**config.mk**
```make
export PLATFORM = sky130hd
export DESIGN_NAME = lmou_order_unit
export DESIGN_NICKNAME = d
export VERILOG_FILES = /design/src/pkg/lmou_pkg.sv /design/src/pkg/lmou_sb_if.sv /design/src/lmou_store_buf.sv /design/src/lmou_order_unit.sv
export VERILOG_INCLUDE_DIRS = /design/src /design/src/pkg
export SDC_FILE = /design/constraint.sdc
export NUM_CORES = 2
export LEC_CHECK = 0
export BUFFER_PORTS_ARGS = -buffer_cell sky130_fd_sc_hd__buf_2
export CAP_MARGIN = 10
export CORE_MARGIN = 4
export CORE_UTILIZATION = 35
export DETAILED_ROUTE_END_ITERATION = 8
export HOLD_SLACK_MARGIN = 0.1
export PLACE_DENSITY_LB_ADDON = 0.05
export SYNTH_ARGS = -nofsm -noshare
export SYNTH_HDL_FRONTEND = slang
export SYNTH_HIERARCHICAL = 1
export SYNTH_SLANG_ARGS = --single-unit
```
**constraint.sdc**
```tcl
create_clock -name core_clk -period 17 [get_ports core_clk]
set_clock_uncertainty 0.2 [all_clocks]
set_input_delay 0.85 -clock core_clk [delete_from_list [all_inputs] [get_ports core_clk]]
set_output_delay 0.85 -clock core_clk [all_outputs]
set_load 0.005 [all_outputs]
```
**src/pkg/lmou_map.svh**
```systemverilog
// Function
// (RULE1) a consumer of a loaded register issues only after that load completes
// (RULE2) waiting on every register source makes ordering chain through registers transitively
// (RULE3) compares wait for loaded sources, so predicated loads follow the producing load
// (RULE4) branches on a load-derived predicate order later loads after that load
// (RULE5) loads without a dependency chain may be outstanding and complete in any order
// (RULE6) an outstanding acquire load holds back every later operation
// (RULE7) a release store waits until all earlier loads and stores are visible
// (RULE8) buffered store data may be forwarded to local plain or acquire loads
// (RULE9) forwarding is suppressed from stores that sit in front of a fence
// (RULE10) same-address read/write hazards through memory resolve in program order
// (RULE11) a fence orders all earlier loads and stores before any later one
// (RULE12) a store is locally visible from the buffer before reaching the fabric
// (RULE13) each store drains only after the previous one is globally acknowledged
`ifndef LMOU_MAP_SVH
`define LMOU_MAP_SVH

`define LMOU_BIT_CLR    1'b0
`define LMOU_BIT_SET    1'b1
`define LMOU_CNT_STEP   1
`define LMOU_MIN_REGS   2
`define LMOU_MIN_DEPTH  2

`endif

```
**src/pkg/lmou_pkg.sv**
```systemverilog
package lmou_pkg;

  typedef enum logic [2:0] {
    unordered_load,
    acquire_load,
    unordered_store,
    release_store,
    memory_fence_op,
    equality_compare_op,
    branch_op
  } lmou_op_t;

  typedef enum logic [1:0] {
    lmou_drain_idle,
    lmou_drain_send,
    lmou_drain_wait
  } lmou_drain_t;

endpackage

```
**src/pkg/lmou_sb_if.sv**
```systemverilog
`timescale 1ns/100ps
`default_nettype none
interface lmou_sb_if #(
  parameter int ADDR_W = 32,
  parameter int DATA_W = 64
);
  logic              push;
  logic [ADDR_W-1:0] push_addr;
  logic [DATA_W-1:0] push_data;
  logic              push_rel;
  logic              mark_barrier;
  logic [ADDR_W-1:0] look_addr;
  logic              hit;
  logic              hit_blocked;
  logic [DATA_W-1:0] hit_data;
  logic              full;
  logic              empty;
  logic              barrier_any;
  logic [ADDR_W-1:0] head_addr;
  logic              drain_hold;

  modport ctrl (
    output push, push_addr, push_data, push_rel, mark_barrier, look_addr, drain_hold,
    input  hit, hit_blocked, hit_data, full, empty, barrier_any, head_addr
  );
  modport sbuf (
    input  push, push_addr, push_data, push_rel, mark_barrier, look_addr, drain_hold,
    output hit, hit_blocked, hit_data, full, empty, barrier_any, head_addr
  );
endinterface
`default_nettype wire

```
**src/lmou_store_buf.sv**
```systemverilog
`timescale 1ns/100ps
`default_nettype none
`include "lmou_map.svh"
module lmou_store_buf #(
  parameter int ADDR_W = 32,
  parameter int DATA_W = 64,
  parameter int DEPTH  = 8
) (
  input  wire logic              core_clk,
  input  wire logic              reset,
  lmou_sb_if.sbuf                sb,
  output logic                   st_req_valid,
  input  wire logic              st_req_ready,
  output logic [ADDR_W-1:0]      st_req_addr,
  output logic [DATA_W-1:0]      st_req_data,
  output logic                   st_req_release,
  input  wire logic              st_ack
);
  localparam int PW = $clog2(DEPTH);

  generate
    if (DEPTH < `LMOU_MIN_DEPTH || (DEPTH & (DEPTH - 1)) != 0) begin : g_bad_depth
      $error("store buffer depth must be a power of two of at least two");
    end
  endgenerate

  logic [ADDR_W-1:0] ent_addr [DEPTH];
  logic [DATA_W-1:0] ent_data [DEPTH];
  logic [DEPTH-1:0]  ent_valid;
  logic [DEPTH-1:0]  ent_rel;
  logic [DEPTH-1:0]  ent_bar;
  logic [DEPTH-1:0]  ent_match;
  logic [PW-1:0]     head;
  logic [PW-1:0]     tail;
  logic [PW:0]       count;
  logic              pop;
  lmou_pkg::lmou_drain_t drain;

  assign pop            = (drain == lmou_pkg::lmou_drain_wait) && st_ack;
  assign sb.full        = (count == (PW+1)'(DEPTH));
  assign sb.empty       = (count == '0);
  assign sb.barrier_any = |(ent_bar & ent_valid);
  assign sb.head_addr   = ent_addr[head];

  // ****************************************************************
  // forwarding lookup
  // ****************************************************************
  genvar gi;
  generate
    for (gi = 0; gi < DEPTH; gi++) begin : g_match
      assign ent_match[gi] = ent_valid[gi] && (ent_addr[gi] == sb.look_addr);
    end
  endgenerate

  // youngest matching entry wins, scanned in age order from the head
  always_comb begin
    logic [PW-1:0] idx;
    idx            = head;
    sb.hit         = `LMOU_BIT_CLR;
    sb.hit_blocked = `LMOU_BIT_CLR;
    sb.hit_data    = '0;
    for (int i = 0; i < DEPTH; i++) begin
      idx = head + PW'(i);
      if (ent_match[idx]) begin
        sb.hit         = `LMOU_BIT_SET;                      // [RULE8] [RULE12]
        sb.hit_blocked = ent_bar[idx];                       // [RULE9]
        sb.hit_data    = ent_data[idx];
      end
    end
  end

  // ****************************************************************
  // entry storage
  // ****************************************************************
  always_ff @(posedge core_clk) begin
    if (reset) begin
      ent_valid <= '0;
      ent_bar   <= '0;
      ent_rel   <= '0;
    end else begin
      if (sb.mark_barrier) begin
        ent_bar <= ent_bar | ent_valid;                     // [RULE11]
      end
      if (pop) begin
        ent_valid[head] <= `LMOU_BIT_CLR;
        ent_bar[head]   <= `LMOU_BIT_CLR;
      end
      if (sb.push) begin
        ent_valid[tail] <= `LMOU_BIT_SET;
        ent_bar[tail]   <= `LMOU_BIT_CLR;
        ent_rel[tail]   <= sb.push_rel;
      end
    end
  end

  always_ff @(posedge core_clk) begin
    if (sb.push) begin
      ent_addr[tail] <= sb.push_addr;
      ent_data[tail] <= sb.push_data;
    end
  end

  always_ff @(posedge core_clk) begin
    if (reset) begin
      head  <= '0;
      tail  <= '0;
      count <= '0;
    end else begin
      if (sb.push) begin
        tail <= tail + PW'(`LMOU_CNT_STEP);
      end
      if (pop) begin
        head <= head + PW'(`LMOU_CNT_STEP);
      end
      count <= count + (PW+1)'(sb.push) - (PW+1)'(pop);
    end
  end

  // ****************************************************************
  // drain to fabric, one store in flight at a time
  // ****************************************************************
  // one store in flight keeps global order equal to program order
  always_ff @(posedge core_clk) begin
    if (reset) begin
      drain          <= lmou_pkg::lmou_drain_idle;
      st_req_valid   <= `LMOU_BIT_CLR;
      st_req_addr    <= '0;
      st_req_data    <= '0;
      st_req_release <= `LMOU_BIT_CLR;
    end else begin
      unique case (drain)
        lmou_pkg::lmou_drain_idle: begin
          if (ent_valid[head] && !sb.drain_hold) begin     // [RULE10]
            drain          <= lmou_pkg::lmou_drain_send;
            st_req_valid   <= `LMOU_BIT_SET;
            st_req_addr    <= ent_addr[head];
            st_req_data    <= ent_data[head];
            st_req_release <= ent_rel[head];
          end
        end
        lmou_pkg::lmou_drain_send: begin
          if (st_req_ready) begin
            drain        <= lmou_pkg::lmou_drain_wait;
            st_req_valid <= `LMOU_BIT_CLR;
          end
        end
        lmou_pkg::lmou_drain_wait: begin
          if (st_ack) begin
            drain <= lmou_pkg::lmou_drain_idle;             // [RULE13]
          end
        end
      endcase
    end
  end
endmodule
`default_nettype wire

```
**src/lmou_order_unit.sv**
```systemverilog
`timescale 1ns/100ps
`default_nettype none
`include "lmou_map.svh"
module lmou_order_unit #(
  parameter int ADDR_W   = 32,
  parameter int DATA_W   = 64,
  parameter int NREGS    = 32,
  parameter int SB_DEPTH = 8,
  localparam int RW      = $clog2(NREGS)
) (
  input  wire logic              core_clk,
  input  wire logic              reset,
  input  wire logic              op_valid,
  output logic                   op_ready,
  input  wire lmou_pkg::lmou_op_t op_kind,
  input  wire logic [RW-1:0]     op_dst,
  input  wire logic [RW-1:0]     op_src_a,
  input  wire logic [RW-1:0]     op_src_b,
  input  wire logic [ADDR_W-1:0] op_addr,
  input  wire logic [DATA_W-1:0] op_data,
  output logic                   wb_valid,
  output logic [RW-1:0]          wb_reg,
  output logic [DATA_W-1:0]      wb_data,
  output logic                   ld_req_valid,
  input  wire logic              ld_req_ready,
  output logic [ADDR_W-1:0]      ld_req_addr,
  output logic [RW-1:0]          ld_req_tag,
  input  wire logic              ld_rsp_valid,
  input  wire logic [RW-1:0]     ld_rsp_tag,
  input  wire logic [DATA_W-1:0] ld_rsp_data,
  output logic                   st_req_valid,
  input  wire logic              st_req_ready,
  output logic [ADDR_W-1:0]      st_req_addr,
  output logic [DATA_W-1:0]      st_req_data,
  output logic                   st_req_release,
  input  wire logic              st_ack
);
  generate
    if (NREGS < `LMOU_MIN_REGS || (NREGS & (NREGS - 1)) != 0) begin : g_bad_regs
      $error("register count must be a power of two of at least two");
    end
  endgenerate

  lmou_sb_if #(.ADDR_W(ADDR_W), .DATA_W(DATA_W)) sb ();

  lmou_store_buf #(
    .ADDR_W (ADDR_W),
    .DATA_W (DATA_W),
    .DEPTH  (SB_DEPTH)
  ) u_store_buf (
    .core_clk       (core_clk),
    .reset          (reset),
    .sb             (sb.sbuf),
    .st_req_valid   (st_req_valid),
    .st_req_ready   (st_req_ready),
    .st_req_addr    (st_req_addr),
    .st_req_data    (st_req_data),
    .st_req_release (st_req_release),
    .st_ack         (st_ack)
  );

  logic [NREGS-1:0]  busy;
  logic [ADDR_W-1:0] busy_addr [NREGS];
  logic [NREGS-1:0]  war_match;
  logic [RW:0]       loads_out;
  logic              acq_busy;
  logic [RW-1:0]     acq_tag;
  logic              is_load;
  logic              is_store;
  logic              src_busy;
  logic              slot_free;
  logic              forward;
  logic              ok;
  logic              accept;
  logic              to_fabric;
  logic              rsp_done;

  // ****************************************************************
  // issue decision
  // ****************************************************************
  assign is_load   = (op_kind == lmou_pkg::unordered_load) || (op_kind == lmou_pkg::acquire_load);
  assign is_store  = (op_kind == lmou_pkg::unordered_store) || (op_kind == lmou_pkg::release_store);
  assign src_busy  = busy[op_src_a] || busy[op_src_b];                     // [RULE1] [RULE2]
  assign slot_free = !ld_req_valid || ld_req_ready;
  assign sb.look_addr = op_addr;
  assign forward   = sb.hit && !sb.hit_blocked;                           // [RULE8] [RULE9]

  // forwarding shares the writeback port with fabric responses and yields to them
  always_comb begin
    ok = `LMOU_BIT_CLR;
    unique case (op_kind)
      lmou_pkg::unordered_load,
      lmou_pkg::acquire_load: begin
        // [RULE5] independent loads go out without waiting on each other
        ok = !busy[op_dst] && !sb.barrier_any                              // [RULE11]
             && (sb.hit ? (forward && !ld_rsp_valid) : slot_free);         // [RULE10]
      end
      lmou_pkg::unordered_store: begin
        ok = !sb.full;
      end
      lmou_pkg::release_store: begin
        ok = !sb.full && (loads_out == '0);                               // [RULE7]
      end
      lmou_pkg::memory_fence_op: begin
        ok = (loads_out == '0);                                           // [RULE11]
      end
      lmou_pkg::equality_compare_op: begin
        ok = `LMOU_BIT_SET;                                               // [RULE3]
      end
      lmou_pkg::branch_op: begin
        ok = `LMOU_BIT_SET;                                               // [RULE4]
      end
      default: begin
        ok = `LMOU_BIT_CLR;
      end
    endcase
  end

  // compares only resolve once their loaded sources are back, so no predicate
  // or branch outcome can ever run ahead of the load that fed it
  assign op_ready  = ok && !src_busy && !acq_busy;                         // [RULE6] [RULE3] [RULE4]
  assign accept    = op_valid && op_ready;
  assign to_fabric = accept && is_load && !sb.hit;
  assign rsp_done  = ld_rsp_valid && busy[ld_rsp_tag];

  assign sb.push         = accept && is_store;                            // [RULE12]
  assign sb.push_addr    = op_addr;
  assign sb.push_data    = op_data;
  assign sb.push_rel     = (op_kind == lmou_pkg::release_store);
  assign sb.mark_barrier = accept && (op_kind == lmou_pkg::memory_fence_op);

  // ****************************************************************
  // same-address hazard against loads still in flight
  // ****************************************************************
  genvar gr;
  generate
    for (gr = 0; gr < NREGS; gr++) begin : g_war
      assign war_match[gr] = busy[gr] && (busy_addr[gr] == sb.head_addr);
    end
  endgenerate
  // a store may not overtake an older load of the same address
  assign sb.drain_hold = |war_match;                                      // [RULE10]

  // ****************************************************************
  // register scoreboard
  // ****************************************************************
  always_ff @(posedge core_clk) begin
    if (reset) begin
      busy <= '0;
    end else begin
      if (rsp_done) begin
        busy[ld_rsp_tag] <= `LMOU_BIT_CLR;
      end
      if (to_fabric) begin
        busy[op_dst] <= `LMOU_BIT_SET;                                    // [RULE1]
      end
    end
  end

  always_ff @(posedge core_clk) begin
    if (to_fabric) begin
      busy_addr[op_dst] <= op_addr;
    end
  end

  always_ff @(posedge core_clk) begin
    if (reset) begin
      loads_out <= '0;
    end else begin
      loads_out <= loads_out + (RW+1)'(to_fabric) - (RW+1)'(rsp_done);
    end
  end

  // ****************************************************************
  // acquire tracking
  // ****************************************************************
  always_ff @(posedge core_clk) begin
    if (reset) begin
      acq_busy <= `LMOU_BIT_CLR;
      acq_tag  <= '0;
    end else if (to_fabric && op_kind == lmou_pkg::acquire_load) begin
      acq_busy <= `LMOU_BIT_SET;                                          // [RULE6]
      acq_tag  <= op_dst;
    end else if (rsp_done && ld_rsp_tag == acq_tag) begin
      acq_busy <= `LMOU_BIT_CLR;
    end
  end

  // ****************************************************************
  // load request slot
  // ****************************************************************
  always_ff @(posedge core_clk) begin
    if (reset) begin
      ld_req_valid <= `LMOU_BIT_CLR;
      ld_req_addr  <= '0;
      ld_req_tag   <= '0;
    end else if (to_fabric) begin
      ld_req_valid <= `LMOU_BIT_SET;
      ld_req_addr  <= op_addr;
      ld_req_tag   <= op_dst;
    end else if (ld_req_ready) begin
      ld_req_valid <= `LMOU_BIT_CLR;
    end
  end

  // ****************************************************************
  // writeback
  // ****************************************************************
  always_ff @(posedge core_clk) begin
    if (reset) begin
      wb_valid <= `LMOU_BIT_CLR;
      wb_reg   <= '0;
      wb_data  <= '0;
    end else if (rsp_done) begin
      wb_valid <= `LMOU_BIT_SET;
      wb_reg   <= ld_rsp_tag;
      wb_data  <= ld_rsp_data;
    end else if (accept && is_load && forward) begin
      wb_valid <= `LMOU_BIT_SET;                                          // [RULE8]
      wb_reg   <= op_dst;
      wb_data  <= sb.hit_data;
    end else begin
      wb_valid <= `LMOU_BIT_CLR;
    end
  end
endmodule
`default_nettype wire

```
After elaboration in Yosys (flattened, before gate mapping):

Memory sizes are Yosys's and may differ from the RTL's. A register that Yosys moved wholly into a read port is not among the register bits.
Cells that the tools add are included.

* memory bits (writable): 1792
* latch bits: 0
* output and inout bits: 207
* bits in read-only memories: 0
* register bits after elaboration: 286
* input bits: 190
* word-level logic and storage cells: 322
* memories kept: 3

* shift-type cells: 0
* reductions and logical operators: 90
* div/mod/pow operators: 0
* mux-type cells: 115
* order comparisons: 17
* equal/unequal tests: 53
* add/subtract/negate cells: 12
* $mul: 0
* bitwise gates (word level): 11

Memory list
* busy_addr: depth 32, bits a word 32, read ports 32, clocked after memory_dff 0, wr ports 1, RTL line lmou_order_unit.sv:63 `logic [ADDR_W-1:0] busy_addr [NREGS];`
* u_store_buf.ent_data: depth 8, bits a word 64, read ports 8, clocked after memory_dff 1, wr ports 1, RTL line lmou_store_buf.sv:28 `logic [DATA_W-1:0] ent_data [DEPTH];`
* u_store_buf.ent_addr: depth 8, bits a word 32, read ports 9, clocked after memory_dff 1, wr ports 1, RTL line lmou_store_buf.sv:27 `logic [ADDR_W-1:0] ent_addr [DEPTH];`

Operator list (number)
* 32-bit == test: 40
* 64-bit two-way mux: 10
* 32-bit two-way mux: 3
* 8-bit two-way mux: 8
* 1-bit logical AND: 62
* 1-bit two-way mux: 55
* 1-bit binary-select mux with 3-bit select: 18
* 3-bit by 4-bit less-than comparator with 1-bit output, second input constant: 9
* 32-bit AND: 1
* 8-bit AND: 4
* 32-bit inverter: 1
* 32-bit OR: 1
* 32-bit OR reduction: 1
* 5-bit by 6-bit less-than comparator with 1-bit output, second input constant: 4
* 1-bit binary-select mux with 5-bit select: 4
* 8-bit inverter: 2
* 8-bit OR: 2
* 3-bit adder, second input constant: 4
* 3-bit two-way mux: 4
* 1-bit demux with 5-bit select: 2
* 5-bit by 1-bit greater-or-equal comparator with 1-bit output, second input constant: 2
* 1-bit zero test: 10
* 5-bit two-way mux: 2
* 3-bit == test, second input constant: 3
* other kinds (30): 46

Longest topological paths before layout:

* depth after elaboration: 29
* depth in mapped cells: 34
* gate-level depth less buffers: 25

By module:

Netlist, hierarchy kept.

By module, submodules not included
* lmou_store_buf: instances 1, sequential area each 25804.7 um^2, area an instance 58940.3 um^2, cells each 4341
* lmou_order_unit: instances 1, sequential area each 33792.4 um^2, area an instance 50587.3 um^2, cells each 3455

Worst setup path before layout:

No wires, ideal clock.

* path kind: register to register
* from: reg u_store_buf.head[2]
* to: reg u_store_buf.ent_valid[0]
* clock period less this slack: 13405 ps
* stages on the path, launching flop included: 26
* setup time: 84 ps
* data arrival time: 13121 ps
* data required time: 16716 ps
* slack: 3595 ps
* buffers on the path: 5
* cell sequence: dfxtp_1 > clkbuf_1 > clkbuf_1 > inv_2 > buf_1 > ha_1 > clkbuf_1 > inv_1 > clkbuf_1 > nor4_1 > nand4_1 > a21boi_1 > nor4b_2 > inv_2 > or4b_1 > or4_1 > o21ai_0 > o211ai_1 > a21o_1 > o41ai_4 > and3_1 > nand2_1 > nor3b_1 > nand2b_1 > nor3_1 > a22o_1

* elaborated cells on any way between the ends: 76
* classes of those cells: add/sub (7); order compare (2); mux (55); bitwise (3); reduce/logical (9)

RTL lines
* start: declaration: RTL line lmou_store_buf.sv:33 `logic [PW-1:0] head;`
* start signal: assignment: RTL line lmou_store_buf.sv:113 `` head <= head + PW'(`LMOU_CNT_STEP); ``
* 3-bit by 1-bit adder with 3-bit output / 1-bit binary-select mux with 3-bit select (equally long branches): RTL line lmou_store_buf.sv:63, lmou_store_buf.sv:64
* 1-bit binary-select mux with 3-bit select / 1-bit two-way mux (equally long branches): RTL line lmou_store_buf.sv:64 `if (ent_match[idx]) begin`
* 1-bit two-way mux (not written as such): RTL line lmou_store_buf.sv:64
* 1-bit two-way mux (6 in a row): RTL line lmou_store_buf.sv:64
* 1-bit two-way mux (*): RTL line lmou_store_buf.sv:64
* via sb.hit: RTL line lmou_sb_if.sv:13 `logic hit;`
* 1-bit logical AND: RTL line lmou_order_unit.sv:86 `assign forward = sb.hit && !sb.hit_blocked;`
* 1-bit logical AND: RTL line lmou_order_unit.sv:96 `&& (sb.hit ? (forward && !ld_rsp_valid) : slot_free);`
* 1-bit two-way mux (*): RTL line lmou_order_unit.sv:96
* 1-bit logical AND (*): RTL line lmou_order_unit.sv:96
* 1-bit case mux with 5 select lines (*): RTL line lmou_order_unit.sv:91 `unique case (op_kind)`
* 1-bit logical AND (*) (2 in a row): RTL line lmou_order_unit.sv:121 `assign op_ready = ok && !src_busy && !acq_busy;`
* via op_ready: RTL line lmou_order_unit.sv:14 `output logic op_ready,`
* 1-bit logical AND (*): RTL line lmou_order_unit.sv:122 `assign accept = op_valid && op_ready;`
* 1-bit logical AND (*): RTL line lmou_order_unit.sv:126 `assign sb.push = accept && is_store;`
* via sb.push: RTL line lmou_sb_if.sv:7 `logic push;`
* 8-bit two-way mux (*): RTL line lmou_store_buf.sv:88 `if (sb.push) begin`
* end signal: indexed assignment: RTL line lmou_store_buf.sv:85 `` ent_valid[head] <= `LMOU_BIT_CLR; ``
* end signal: indexed assignment: RTL line lmou_store_buf.sv:89 `` ent_valid[tail] <= `LMOU_BIT_SET; ``
* end: declaration: RTL line lmou_store_buf.sv:29 `logic [DEPTH-1:0] ent_valid;`

The timed path passes the listed nets; every way through them passes the cells marked *. The select of a mux whose other input is x is not followed.
A chain may end at the register's enable or synchronous reset.

Final worst setup path:

* from: reg u_store_buf.head[2]
* to: mem u_store_buf.ent_addr[1][23], enable pin

* elaborated cells on any way between the ends: 67
* classes of those cells: add/sub (7); mux (52); reduce/logical (8)

RTL lines
* 3-bit by 1-bit adder with 3-bit output / 1-bit binary-select mux with 3-bit select (equally long branches): RTL line lmou_store_buf.sv:63, lmou_store_buf.sv:64
* 1-bit binary-select mux with 3-bit select / 1-bit two-way mux (equally long branches): RTL line lmou_store_buf.sv:64
* 1-bit two-way mux (not written as such): RTL line lmou_store_buf.sv:64
* 1-bit two-way mux (6 in a row): RTL line lmou_store_buf.sv:64
* 1-bit two-way mux (*): RTL line lmou_store_buf.sv:64
* via sb.hit: RTL line lmou_sb_if.sv:13
* 1-bit logical AND: RTL line lmou_order_unit.sv:86
* 1-bit logical AND: RTL line lmou_order_unit.sv:96
* 1-bit two-way mux (*): RTL line lmou_order_unit.sv:96
* 1-bit logical AND (*): RTL line lmou_order_unit.sv:96
* 1-bit case mux with 5 select lines (*): RTL line lmou_order_unit.sv:91
* 1-bit logical AND (*) (2 in a row): RTL line lmou_order_unit.sv:121
* 1-bit logical AND (*): RTL line lmou_order_unit.sv:122
* 1-bit logical AND (*): RTL line lmou_order_unit.sv:126
* via sb.push: RTL line lmou_sb_if.sv:7
* 1-bit two-way mux (*): RTL line lmou_store_buf.sv:97 `if (sb.push) begin`
* 1-bit two-way mux (not written as such) (*): RTL line lmou_store_buf.sv:98 `ent_addr[tail] <= sb.push_addr;`
* end: declaration: RTL line lmou_store_buf.sv:27

Marked as above.

==> reports/results.txt <==
GP Congestion: 0.905
core footprint: 0.312 mm²
share of cells above drive strength 1: 22.9%
crit start category: flop
Biggest register: busy_addr
leading registers by flop count: busy_addr (1024), u_store_buf/ent_data (512), u_store_buf/ent_addr (256)
Top Metal Used: met5
Setup violations, final: 0
via count: 75,648
final layout net count: 8,377
fill count: 29,060
synth warn: 6
critical path's largest stage delay: 1.00 ns
initial antenna violation count: 62
row cnt: 205
run status: complete, no violations
Crit path arrival time: 10.04 ns
max_slew headroom: 8.56%
post-CTS setup buffer count: 0
Die Wd: 567 µm
Least-Margin Pin Slew: 1.36 ns
met2 wire len: 223 mm
Skew-Pair Late Insertion Delay: 0.96 ns
worst-path maximum fanout: 41
Min Clock Period, post-route: 9.65 ns
total die area: 0.322 mm²
initial cell density of the core: 35.1%
Ports: 397
cells after synthesis: 7,795
FMAX: 104 MHz
Syn-to-layout area delta: 15.0%
Avg WL per Cell: 37.3 µm
CTS Buffer Depth: 4
CTS clk-pin slew, worst paths: 0.06 ns
TritonCTS Buffers: 245
Die Y: 567 µm
initial detailed-routing violation count: 9,046
Max Cap Violations: 0
CP dominant cell by count: buf_4
final-report hold violation count: 0
global-route wire length before repair: 637 mm
IO Port Bufs: 396
Finished Core Util: 40.4%
total negative setup slack: 0 ns
unrepaired setup endpoints after global routing: no
routed wire length: 468 mm
crit path kind: flop to flop
worst vdd rail ir drop: 0.0808 mV
number of vias per cell: 6.03
Worst EP required: 17.38 ns
root buf cell: clkbuf_16
GRT Overall Usage: 28.2%
remaining global-route overflow: 0
wire length on met1: 194 mm
drt drc: 0
vias in the first global route: 74,762
max reg flops: 1,024
critical-path cell list: inv_4 -> ha_4 -> inv_4 -> mux2_2 -> o2bb2ai_1 -> a221o_4 -> nand2b_4 -> or4_1 -> o21ai_0 -> o211ai_1 -> a21o_1 -> o41ai_4 -> and3_1 -> nand2_1 -> nor3b_1 -> buf_4 -> nand2b_1 -> nor2_4 -> buf_4 -> buf_4
CP endpoint kind: flop
clock sinks: 2,081
hpwl dp: 278 mm
htree depth: 4
P_leak: 40.1 nW
class of the worst hold path: input pin to flop
metal3 WL: 33.8 mm
Mean Syn Cell Area: 14.1 µm²
ANT nets after route: 0
Synth Cell Area: 0.110 mm²
Pins Over Slew Limit: 0
CTS tree: built
Final period util: 56.8%
Synthesized Nets: 8,011
PD cells: 99.0 mW/mm²
router iterations before antenna repair: 8
largest net degree at the start of global routing: 147
Max stage delay cell, worst path: ha_4
-- worst max-delay path: cells and delay by family (launching register included) --
family | cells | cell delay (ns)
adders and majority gates | 1 | 1.00
muxes | 1 | 0.33
and+or+nand+nor | 7 | 2.86
DFF | 1 | 0.92
AOI/OAI and AO/OA | 6 | 1.52
buffers and inverters | 5 | 2.29
-- worst paths after layout --
path / start / end / slack, ns / cells past startpoint
setup / recovery: u_store_buf/head[2] / u_store_buf/ent_addr[1][23] / 7.35 / 20
hold / removal: reset / ld_req_tag[0] / 0.16 / 2
setup reg to reg: u_store_buf/head[2] / u_store_buf/ent_addr[1][23] / 7.35 / 20
hold reg to reg: u_store_buf/ent_rel[3] / u_store_buf/ent_rel[3] / 0.27 / 2
-- final cells by class --
cell class	count	area [µm²]	area share, %
Inverter	48	203	0.161
Sequential cell	2081	59600	47.3
Timing Repair Buffer	746	5170	4.11
Clock buffer	325	6780	5.38
Clock inverter	139	1410	1.12
Tap cell	4140	5180	4.11
Antenna cell	37	92.6	0.0735
Multi-Input combinational cell	5039	47500	37.7
-- through the flow --
stage	setup slack (ns)	cells	cell area, µm²	hold slack, ns	total power, mW
2_1_floorplan	3.59	7795	110000	0.233	6.51
5_1_grt	7.10	12543	126000	0.149	12.9
4_1_cts	7.34	12516	126000	0.111	12.6
6_report	7.35	12555	126000	0.165	12.5
3_5_place_dp	7.10	11908	116000	0.264	7.13
3_3_place_gp	7.08	11907	116000	0.260	7.13
-- cell usage in the layout (no fill, tap or decap), drive strengths merged, types with 10 or more instances in the layout --
cell,count
clkinvlp,10
mux2,51
a21o,13
edfxtp,1792
and4,68
nand2b,13
a21oi,98
diode,37
o21ai,140
xor2,599
a31oi,70
a211oi,124
nor3,161
nor2,268
inv,54
or3,11
nor4,170
a22oi,69
mux4,748
a221oi,65
dlygate4sd3,144
nand3,124
clkinv,98
nand2,651
o211ai,12
mux2i,299
ha,24
nand4b,10
and2,70
xnor2,685
nor2b,109
nand4,212
buf,600
o221ai,58
dfxtp,289
clkbuf,327
bufinv,25
o22ai,22
-- report_power, final --
group,switching (mW),internal [mW],leakage [nW]
Combinational,0.925,0.493,17.6
Sequential,0.0387,5.59,18.5
Clock,2.25,3.17,4.01
-- routing by layer --
| metal | global-route usage [%] | vias to the layer above |
|---|---|---|
| met1 | 38.0 | 40115 |
| met5 | 0 | - |
| met4 | 9.87 | 8 |
| met2 | 46.2 | 3804 |
| li1 | - | 30941 |
| met3 | 4.57 | 780 |
-- what timing repair did --
| action | in CTS | in global routing |
|---|---|---|
| resized for setup | 0 | 0 |
| hold buffers | 144 | 0 |
| endpoints found under the hold margin | 686 | 0 |
Note: power is estimated with default switching activity, not from simulation.
